[src/rtl/flash_status_map.svh]
// Constants of the serial flash status and write-enable block.
// Assumes inclusion by bare name from the package and the top module.
`ifndef FLASH_STATUS_MAP_SVH
`define FLASH_STATUS_MAP_SVH

// Status byte field positions
`define STAT_BUSY_BIT        0
`define STAT_LATCH_BIT       1
`define STAT_BP_LSB          2
`define STAT_BP_MSB          5
`define STAT_QE_BIT          6
`define STAT_LOCK_BIT        7
`define STAT_RESET           8'h00
`define NV_FACTORY           6'h00
// Protect, quad-enable and lock positions inside the stored six bits
`define NV_BP_MSB            3
`define NV_QE_BIT            4
`define NV_LOCK_BIT          5

// Opcodes used outside the class decoder
`define OP_LATCH_SET         8'h06
`define OP_STATUS_WRITE      8'h01
`define OP_SUSPEND           8'h75
`define OP_CHIP_ERASE_A      8'hc7
`define OP_CHIP_ERASE_B      8'h60
`define OP_READ_PARAM_VOL    8'hc0
`define OP_BANK_ADDR_VOL     8'h17

// Deep power-down parameter word
`define DPD_EXIT_OP          8'hab
`define DPD_ENTER_OP         8'hb9
`define DPD_EXIT_LSB         15
`define DPD_ENTER_LSB        23

// Pin reset levels: chip select, clock, data, protect
`define PIN_RESET            4'h9

`endif

[src/rtl/flash_status_pkg.sv]
// Types and opcode decoding of the status and write-enable block.
// Assumes the map header sits beside it.
package flash_status_pkg;
`include "flash_status_map.svh"

    typedef enum logic [2:0] {
        OPC_NONE  = 3'h0,
        OPC_PROG  = 3'h1,
        OPC_ERASE = 3'h2,
        OPC_NVREG = 3'h3,
        OPC_VREG  = 3'h4
    } op_class_type;

    typedef enum logic [5:0] {
        ST_POWERUP = 6'h01,
        ST_IDLE    = 6'h02,
        ST_OPCODE  = 6'h04,
        ST_WDATA   = 6'h08,
        ST_RDOUT   = 6'h10,
        ST_SINK    = 6'h20
    } frame_state_type;

    // Every class other than none needs the write latch
    function automatic op_class_type op_class(input logic [7:0] op);
        case (op)
            8'h02, 8'h12, 8'h32, 8'h38, 8'h34, 8'h3e, 8'h62:
                return OPC_PROG;
            8'hd7, 8'h20, 8'h21, 8'h52, 8'h5c, 8'hd8, 8'hdc, 8'h64,
            `OP_CHIP_ERASE_A, `OP_CHIP_ERASE_B:
                return OPC_ERASE;
            `OP_STATUS_WRITE, 8'h42, 8'h65, 8'h85, 8'h15, 8'h18, 8'hfd, 8'he3,
            8'he4, 8'h2f, 8'ha6, 8'he8, 8'h7e, 8'h98:
                return OPC_NVREG;
            8'h83, 8'hfb, 8'he1, 8'h91:
                return OPC_VREG;
            default:
                return OPC_NONE;
        endcase
    endfunction : op_class

    function automatic logic is_chip_erase(input logic [7:0] op);
        return (op == `OP_CHIP_ERASE_A) || (op == `OP_CHIP_ERASE_B);
    endfunction : is_chip_erase

endpackage : flash_status_pkg

[src/rtl/flash_status_write_enable.sv]
// Status byte and write-enable gating of a serial flash, behind its serial pins.
// Assumes mode 0 framing and a serial clock well below an eighth of mclk.
`timescale 1ns/1ns
`default_nettype none
`include "flash_status_map.svh"

module flash_status_write_enable #(
    parameter int         TIMER_W         = 16,
    parameter int         PROG_CYCLES     = 1000,
    parameter int         ERASE_CYCLES    = 4000,
    parameter int         NVREG_CYCLES    = 500,
    parameter logic [7:0] STATUS_READ_OP  = 8'h05,
    parameter logic [7:0] LATCH_CLEAR_OP  = 8'h04,
    parameter logic [7:0] RESUME_OP       = 8'h7a,
    parameter logic [7:0] RESET_ARM_OP    = 8'h66,
    parameter logic [7:0] RESET_OP        = 8'h99
) (
    // Clock and reset
    input  wire logic                         mclk,
    input  wire logic                         rst_b,
    // Serial pins
    input  wire logic                         ce_b,
    input  wire logic                         sck,
    input  wire logic                         si,
    input  wire logic                         wp_b,
    output var  logic                         so,
    output var  logic                         so_oe,
    // Array side
    output var  logic                         op_start,
    output var  flash_status_pkg::op_class_type op_kind,
    output var  logic                         op_suspended,
    // Status view
    output var  logic [7:0]                   status_byte,
    output var  logic                         quad_pin_enable,
    output var  logic [3:0]                   block_protect,
    output var  logic [31:0]                  dpd_param_word
);
    import flash_status_pkg::*;

    typedef struct packed {
        frame_state_type st;
        logic            sck_prev;
        logic [7:0]      shift;
        logic [2:0]      bitcnt;
        logic [7:0]      opcode;
        logic [7:0]      wdata;
        logic            wdata_ok;
        logic [7:0]      out_byte;
        logic            so;
        logic            so_oe;
        logic            write_latch_flag;
        logic [5:0]      vol;
        logic [5:0]      nv;
        logic            wel_clear_pend;
        logic            suspended;
        logic            reset_armed;
        logic            tmr_load;
        logic            tmr_abort;
        op_class_type    kind;
        logic            op_start;
    } state_type;

    state_type        q_reg;
    state_type        q_next;
    logic [3:0]       pins_s;
    logic             ce_s;
    logic             sck_s;
    logic             si_s;
    logic             wp_s;
    logic             sck_rise;
    logic             sck_fall;
    logic             tmr_busy;
    logic             tmr_done;
    logic             busy_now;
    logic             exec_now;
    logic [7:0]       status_now;
    logic [7:0]       shifted;
    logic [TIMER_W-1:0] tmr_value;
    op_class_type     cls;

    if (TIMER_W < 2 || PROG_CYCLES < 1 || ERASE_CYCLES < 1 || NVREG_CYCLES < 1 ||
        PROG_CYCLES >= 2**TIMER_W || ERASE_CYCLES >= 2**TIMER_W ||
        NVREG_CYCLES >= 2**TIMER_W) begin : bad_cfg
        $error("operation counts must be at least one and fit the timer");
    end

    pin_sync #(
        .WIDTH     (4),
        .RESET_VAL (`PIN_RESET)
    ) pin_sync_i (
        .mclk     (mclk),
        .rst_b    (rst_b),
        .pin_in   ({ce_b, sck, si, wp_b}),
        .sync_out (pins_s)
    );

    op_timer #(
        .W (TIMER_W)
    ) op_timer_i (
        .mclk       (mclk),
        .rst_b      (rst_b),
        .load       (q_reg.tmr_load),
        .load_value (tmr_value),
        .pause      (q_reg.suspended),
        .abort      (q_reg.tmr_abort),
        .busy       (tmr_busy),
        .done       (tmr_done)
    );

    assign ce_s     = pins_s[3];
    assign sck_s    = pins_s[2];
    assign si_s     = pins_s[1];
    assign wp_s     = pins_s[0];
    assign sck_rise = sck_s && !q_reg.sck_prev;
    assign sck_fall = !sck_s && q_reg.sck_prev;
    assign shifted  = {q_reg.shift[6:0], si_s};
    assign cls      = op_class(q_reg.opcode);
    // Suspended work reads as ready so the host may issue other reads
    assign busy_now = tmr_busy && !q_reg.suspended;
    // Instructions act only at chip-select release after a whole opcode
    assign exec_now = ce_s && (q_reg.st == ST_WDATA || q_reg.st == ST_RDOUT ||
                               q_reg.st == ST_SINK);
    assign status_now = {q_reg.vol, q_reg.write_latch_flag, busy_now};

    always_comb begin
        unique case (q_reg.kind)
            OPC_PROG:  tmr_value = TIMER_W'(PROG_CYCLES);
            OPC_ERASE: tmr_value = TIMER_W'(ERASE_CYCLES);
            OPC_NVREG: tmr_value = TIMER_W'(NVREG_CYCLES);
            default:   tmr_value = TIMER_W'(1);
        endcase
    end

    always_comb begin
        q_next           = q_reg;
        q_next.sck_prev  = sck_s;
        q_next.tmr_load  = 1'b0;
        q_next.tmr_abort = 1'b0;
        q_next.op_start  = 1'b0;

        if (tmr_done) begin
            q_next.wel_clear_pend = 1'b0;
            if (q_reg.wel_clear_pend) begin
                q_next.write_latch_flag = 1'b0;
            end
        end

        unique case (q_reg.st)
            ST_POWERUP: begin
                q_next.vol = q_reg.nv;
                q_next.st  = ST_IDLE;
            end
            ST_IDLE: begin
                if (!ce_s) begin
                    q_next.st     = ST_OPCODE;
                    q_next.bitcnt = 3'h0;
                end
            end
            ST_OPCODE: begin
                if (ce_s) begin
                    q_next.st = ST_IDLE;
                end else if (sck_rise) begin
                    q_next.shift  = shifted;
                    q_next.bitcnt = q_reg.bitcnt + 3'h1;
                    if (q_reg.bitcnt == 3'h7) begin
                        q_next.opcode   = shifted;
                        q_next.out_byte = status_now;
                        q_next.wdata_ok = 1'b0;
                        if (shifted == STATUS_READ_OP) begin
                            q_next.st = ST_RDOUT;
                        end else if (shifted == `OP_STATUS_WRITE) begin
                            q_next.st = ST_WDATA;
                        end else begin
                            q_next.st = ST_SINK;
                        end
                    end
                end
            end
            ST_WDATA: begin
                // Bytes after the first are dropped
                if (sck_rise && !q_reg.wdata_ok) begin
                    q_next.shift  = shifted;
                    q_next.bitcnt = q_reg.bitcnt + 3'h1;
                    if (q_reg.bitcnt == 3'h7) begin
                        q_next.wdata    = shifted;
                        q_next.wdata_ok = 1'b1;
                    end
                end
            end
            ST_RDOUT: begin
                // Byte latched once per frame and replayed
                if (sck_fall) begin
                    q_next.so     = q_reg.out_byte[3'h7 - q_reg.bitcnt];
                    q_next.so_oe  = 1'b1;
                    q_next.bitcnt = q_reg.bitcnt + 3'h1;
                end
            end
            ST_SINK: begin
            end
        endcase

        if (exec_now) begin
            q_next.st          = ST_IDLE;
            q_next.so_oe       = 1'b0;
            q_next.so          = 1'b0;
            q_next.reset_armed = (q_reg.opcode == RESET_ARM_OP);
            if (q_reg.reset_armed && q_reg.opcode == RESET_OP) begin
                q_next.tmr_abort      = 1'b1;
                q_next.write_latch_flag            = 1'b0;
                q_next.wel_clear_pend = 1'b0;
                q_next.suspended      = 1'b0;
                q_next.vol            = q_reg.nv;
            end else if (busy_now) begin
                if (q_reg.opcode == `OP_SUSPEND &&
                    (q_reg.kind == OPC_PROG || q_reg.kind == OPC_ERASE)) begin
                    q_next.suspended = 1'b1;
                end
            end else if (q_reg.opcode == `OP_LATCH_SET) begin
                q_next.write_latch_flag = 1'b1;
            end else if (q_reg.opcode == LATCH_CLEAR_OP) begin
                q_next.write_latch_flag = 1'b0;
            end else if (q_reg.suspended) begin
                if (q_reg.opcode == RESUME_OP) begin
                    q_next.suspended = 1'b0;
                end
            end else if (q_reg.opcode == `OP_READ_PARAM_VOL ||
                         q_reg.opcode == `OP_BANK_ADDR_VOL) begin
                q_next.kind     = OPC_VREG;
                q_next.op_start = 1'b1;
            end else if (cls != OPC_NONE && q_reg.write_latch_flag) begin
                if (q_reg.opcode == `OP_STATUS_WRITE) begin
                    // Lock binds only while the protect pin still has its role
                    if (q_reg.wdata_ok && !(q_reg.vol[`NV_LOCK_BIT] && !wp_s &&
                                            !q_reg.vol[`NV_QE_BIT])) begin
                        q_next.vol = q_reg.wdata[`STAT_LOCK_BIT:`STAT_BP_LSB];
                        q_next.nv  = q_reg.wdata[`STAT_LOCK_BIT:`STAT_BP_LSB];
                        q_next.kind           = OPC_NVREG;
                        q_next.op_start       = 1'b1;
                        q_next.tmr_load       = 1'b1;
                        q_next.wel_clear_pend = 1'b1;
                    end
                end else if (!(is_chip_erase(q_reg.opcode) &&
                               q_reg.vol[`NV_BP_MSB:0] != 4'h0)) begin
                    q_next.kind           = cls;
                    q_next.op_start       = 1'b1;
                    q_next.tmr_load       = (cls != OPC_VREG);
                    q_next.wel_clear_pend = (cls != OPC_VREG);
                end
            end
        end
    end

    always_ff @(posedge mclk or negedge rst_b) begin
        if (!rst_b) begin
            q_reg     <= '0;
            q_reg.st  <= ST_POWERUP;
            q_reg.nv  <= `NV_FACTORY;
            q_reg.vol <= `NV_FACTORY;
        end else begin
            q_reg <= q_next;
        end
    end

    assign so              = q_reg.so;
    assign so_oe           = q_reg.so_oe;
    assign op_start        = q_reg.op_start;
    assign op_kind         = q_reg.kind;
    assign op_suspended    = q_reg.suspended;
    assign status_byte     = status_now;
    assign quad_pin_enable = q_reg.vol[`NV_QE_BIT];
    assign block_protect   = q_reg.vol[`NV_BP_MSB:0];
    assign dpd_param_word  = (32'(`DPD_ENTER_OP) << `DPD_ENTER_LSB) |
                             (32'(`DPD_EXIT_OP) << `DPD_EXIT_LSB);

    // Checks
    logic out_bit_sel;
    assign out_bit_sel = q_reg.out_byte[3'h7 - q_reg.bitcnt];
endmodule : flash_status_write_enable
`default_nettype wire

[src/rtl/op_timer.sv]
// Down counter that stands in for an internal array operation.
// Assumes load and abort are single-cycle pulses from the same clock.
`timescale 1ns/1ns
`default_nettype none
module op_timer #(
    parameter int W = 16
) (
    // Clock and reset
    input  wire logic         mclk,
    input  wire logic         rst_b,
    // Control
    input  wire logic         load,
    input  wire logic [W-1:0] load_value,
    input  wire logic         pause,
    input  wire logic         abort,
    // State
    output var  logic         busy,
    output var  logic         done
);
    typedef struct packed {
        logic [W-1:0] count;
        logic         done;
    } timer_state_type;

    timer_state_type q_reg;
    timer_state_type q_next;

    if (W < 2) begin : bad_width
        $error("op_timer width must be at least two");
    end

    always_comb begin
        q_next      = q_reg;
        q_next.done = 1'b0;
        if (abort) begin
            q_next.count = '0;
        end else if (load) begin
            q_next.count = load_value;
        end else if (!pause && q_reg.count != '0) begin
            q_next.count = q_reg.count - W'(1);
            q_next.done  = (q_reg.count == W'(1));
        end
    end

    always_ff @(posedge mclk or negedge rst_b) begin
        if (!rst_b) begin
            q_reg <= '0;
        end else begin
            q_reg <= q_next;
        end
    end

    // Paused counts hold busy so resume continues where it stopped
    assign busy = (q_reg.count != '0);
    assign done = q_reg.done;
endmodule : op_timer
`default_nettype wire

[src/rtl/pin_sync.sv]
// Two-stage synchroniser for a group of pins.
// Assumes pins are asynchronous to mclk; first stage feeds only the second.
`timescale 1ns/1ns
`default_nettype none
module pin_sync #(
    parameter int               WIDTH     = 4,
    parameter logic [WIDTH-1:0] RESET_VAL = '0
) (
    // Clock and reset
    input  wire logic             mclk,
    input  wire logic             rst_b,
    // Pins in, synchronised out
    input  wire logic [WIDTH-1:0] pin_in,
    output var  logic [WIDTH-1:0] sync_out
);
    typedef struct packed {
        logic [WIDTH-1:0] stage1;
        logic [WIDTH-1:0] stage2;
    } sync_state_type;

    sync_state_type q_reg;
    sync_state_type q_next;

    if (WIDTH < 1) begin : bad_width
        $error("pin_sync width must be at least one");
    end

    always_comb begin
        q_next.stage1 = pin_in;
        q_next.stage2 = q_reg.stage1;
    end

    always_ff @(posedge mclk or negedge rst_b) begin
        if (!rst_b) begin
            q_reg <= {RESET_VAL, RESET_VAL};
        end else begin
            q_reg <= q_next;
        end
    end

    assign sync_out = q_reg.stage2;
endmodule : pin_sync
`default_nettype wire

[config.mk]
export PLATFORM = sky130hd
export DESIGN_NAME = flash_status_write_enable
export DESIGN_NICKNAME = d
export VERILOG_FILES = /design/src/rtl/flash_status_pkg.sv /design/src/rtl/flash_status_write_enable.sv /design/src/rtl/op_timer.sv /design/src/rtl/pin_sync.sv
export VERILOG_INCLUDE_DIRS = /design/src /design/src/rtl
export SDC_FILE = /design/constraint.sdc
export NUM_CORES = 1
export LEC_CHECK = 0
export ABC_CLOCK_PERIOD_IN_PS = 7250
export BUFFER_PORTS_ARGS = -buffer_cell sky130_fd_sc_hd__buf_2
export CORE_MARGIN = 4
export CORE_UTILIZATION = 30
export DETAILED_ROUTE_END_ITERATION = 7
export PLACE_DENSITY = 0.56
export SYNTH_ARGS = -nofsm -noshare
export SYNTH_HDL_FRONTEND = slang
export SYNTH_SLANG_ARGS = --single-unit
[constraint.sdc]
create_clock -name mclk -period 7.25 [get_ports mclk]
set_input_delay 1.45 -clock mclk [delete_from_list [all_inputs] [get_ports mclk]]
set_output_delay 1.45 -clock mclk [all_outputs]
set_load 0.01 [all_outputs]
==> run metrics <==
status finished clean; Post-Route M1 WL 5280 um; hold endpoint pin_sync_i.sync_out[1]$_DFF_PN0_; placed instance area 5240 sq um; Sw Share 22.4%; Syn Inst Count 532; Tmin final 3880 ps; ANT nets after route 0; initial drt markers 230; Std-Cell Rows 47; Post-Syn Area 5160 sq um; Critical Path AT 2430 ps; ranking of synthesized cells by area dfrtp_1, mux2_2, buf_4; Area Growth Syn to Fin 6.93%; Ys Warns 0; diode count 0; Most used DFF post-synth dfrtp_1; Post-Synth Simple-Gate Area 21.0%; multiplexer share of the synthesized area 9.43%; Hold Vio Cnt, Final 0; cell taking the most area after synthesis dfrtp_1; Port Buf Inserts 25; CP Data Required Time 5800 ps; r2r startpoint q_reg[65]$_DFFE_PN0P_; clk buf depth 2; worst slew pin tran 983 ps; post-synth cell types 72; R2R setup slack 4240 ps; detailed placer's ending HPWL 8410 um; DR vias/cell 5.09; wire per inst 15.4 um; TritonCTS buffer count 9; CP Launch Point op_timer_i.q_reg[1]$_DFFE_PN0P_; max reg flops 50; dpl cells 740; first-pass GRT wire length 19,500 um; Worst Hold Class reg2reg; routed vias 3,848; Routed WL 11,600 um; Worst Hold Depth 0; Post-Synth Adder-Cell Area 0.970%; DR top layer met4; main combinational cell family by area after synthesis simple AND/OR/NAND/NOR gates; fin crit share 53.6%; DR WL met2 5570 um; combinational power share 2.3%; Reg power frac 52.4%; compound-cell area share of the yosys netlist 12.8%; total global routing overflow 0; cell area after layout 5520 sq um; chip width 139 um; Sw Pwr 0.214 mW; Worst setup EP type output pin; Max-Cap Viols 0; Post-layout nets 541; FF+latch count, synth 89; IO Pins 58; CTS clk-pin slew, worst paths 70 ps; Post-CTS Hold Buffers 0; CTS-repair resized insts 0; Worst slew margin 34.3%; number of synthesized flops with an enable pin 0; max-slew violations 0; wire length on met3 612 um; CTS tree done; largest net degree at the start of global routing 52; CP Max Fanout 10; worst vdd ir 127 uV; Worst-Skew Late Latency 350 ps; most common cell in the netlist dfrtp_1; worst reg-to-reg path cell count 5; top cells by count, synth dfrtp_1, nor2_1, buf_4, nand2_1, mux2_2; RR Endpoint q_reg[42]$_DFFE_PN0P_; Final Wtd Congestion 0.889; clk_skew 8.95 ps; Die H 139 um; Yosys top cell area share 40.7%; CTS H-tree depth 3; Hold Crit Start pin_sync_i.q_next[1]$_DFF_PN0_; Peak Freq 257 MHz; Starting Density 30.9%; RSZ-0062 raised after global routing no; Post-Syn Area per Cell 9.70 sq um; initial antenna violation count 0; clock sink total 89; postcts setup bufs 0; Synth Area in XOR/XNOR 2.55%; GRT Total Usage 12.2%; Pint 0.743 mW; DRT Pass-1 Iters 4; sequential cell area fraction in the yosys report 43.3%; DRC 0; Cell Pwr Density 173 nW/um^2; core footprint 16,700 sq um; root buffer cell clkbuf_16; vias in the first global route 3,832; FFs w/ async S/R, synth 100%; fraction of layout instances using a drive strength above 1 17.5%; Die Area 19,400 sq um; leakage 2.56 nW; kind of critical path reg2out; Post-Layout Cell Count 756; Clock power frac 45.3%; setup tns final 0 ps; Startpoint Class flip-flop; Finish-stage setup viols 0
[metrics by stage]
step	power, mW	hold slack [ps]	setup slack [ps]	utilization, %
2_1_floorplan	0.533	331	3990	-
3_3_place_gp	0.533	341	3860	31.4
3_5_place_dp	0.533	340	3760	31.4
4_1_cts	0.969	354	3370	33.0
5_1_grt	0.994	359	3210	33.0
6_report	0.957	351	3370	33.0
[cell families after synthesis]
family,count (synthesis)
other,2
buffers and inverters,86
xor gates and xnor gates,15
and+or+nand+nor,195
adders and majority gates,4
muxes,42
AOI/OAI and AO/OA,99
DFF,89
[how the worst max path moves through the flow]
| stage | to |
|---|---|
| finish | status_byte[0] |
| global route | status_byte[0] |
| CTS | status_byte[0] |
| detailed placement | status_byte[0] |
| global placement | status_byte[0] |
| floorplan | status_byte[0] |
[per-layer routing]
layer | GRT usage [%] | vias to the layer above
met2 | 19.4 | 103
li1 | - | 1844
met5 | 0 | -
met3 | 3.34 | 12
met4 | 4.38 | 0
met1 | 16.0 | 1889
[cell usage in the layout (no fill, tap or decap), types with 7 or more instances in the layout]
cell / Yosys / layout
inv_1: 17 / 17
nand2b_1: 8 / 8
o22ai_1: 8 / 8
o21ai_0: 23 / 23
nand2_1: 38 / 38
mux2_2: 33 / 33
clkbuf_16: 0 / 9
xnor2_1: 9 / 9
nor4_1: 7 / 7
mux2i_1: 7 / 7
dfrtp_1: 84 / 84
conb_1: 2 / 32
nor3_1: 16 / 16
a21oi_1: 15 / 15
buf_2: 6 / 24
nand3_1: 12 / 12
nand4_1: 11 / 11
nor2_1: 52 / 52
or3_1: 7 / 7
[layout make-up]
cell class	count	area [sq um]
clock buffer	11	243
clock inverter	5	31.3
fill	1713	11200
inverter	18	67.6
multi-input combinational	387	2530
sequential	89	2230
tap	220	275
timing repair buffer	26	135
[power groups by stage]
stage / Combinational [mW] / Sequential, mW / Clock (mW)
finish: 0.0219 / 0.502 / 0.433
global route: 0.0256 / 0.502 / 0.467
CTS: 0.0223 / 0.502 / 0.445
detailed placement: 0.0223 / 0.511 / 0
global placement: 0.0219 / 0.511 / 0
floorplan: 0.0227 / 0.510 / 0
[critical path: stages (launching register included)]
cell and delay, ps:
dfrtp_1 430, inv_1 100, ha_1 180, or3b_1 390
nor3_2 380, nand3_4 160, nand2_1 180, inv_2 110
buf_2 150
Power figures use the tool's default switching activity.
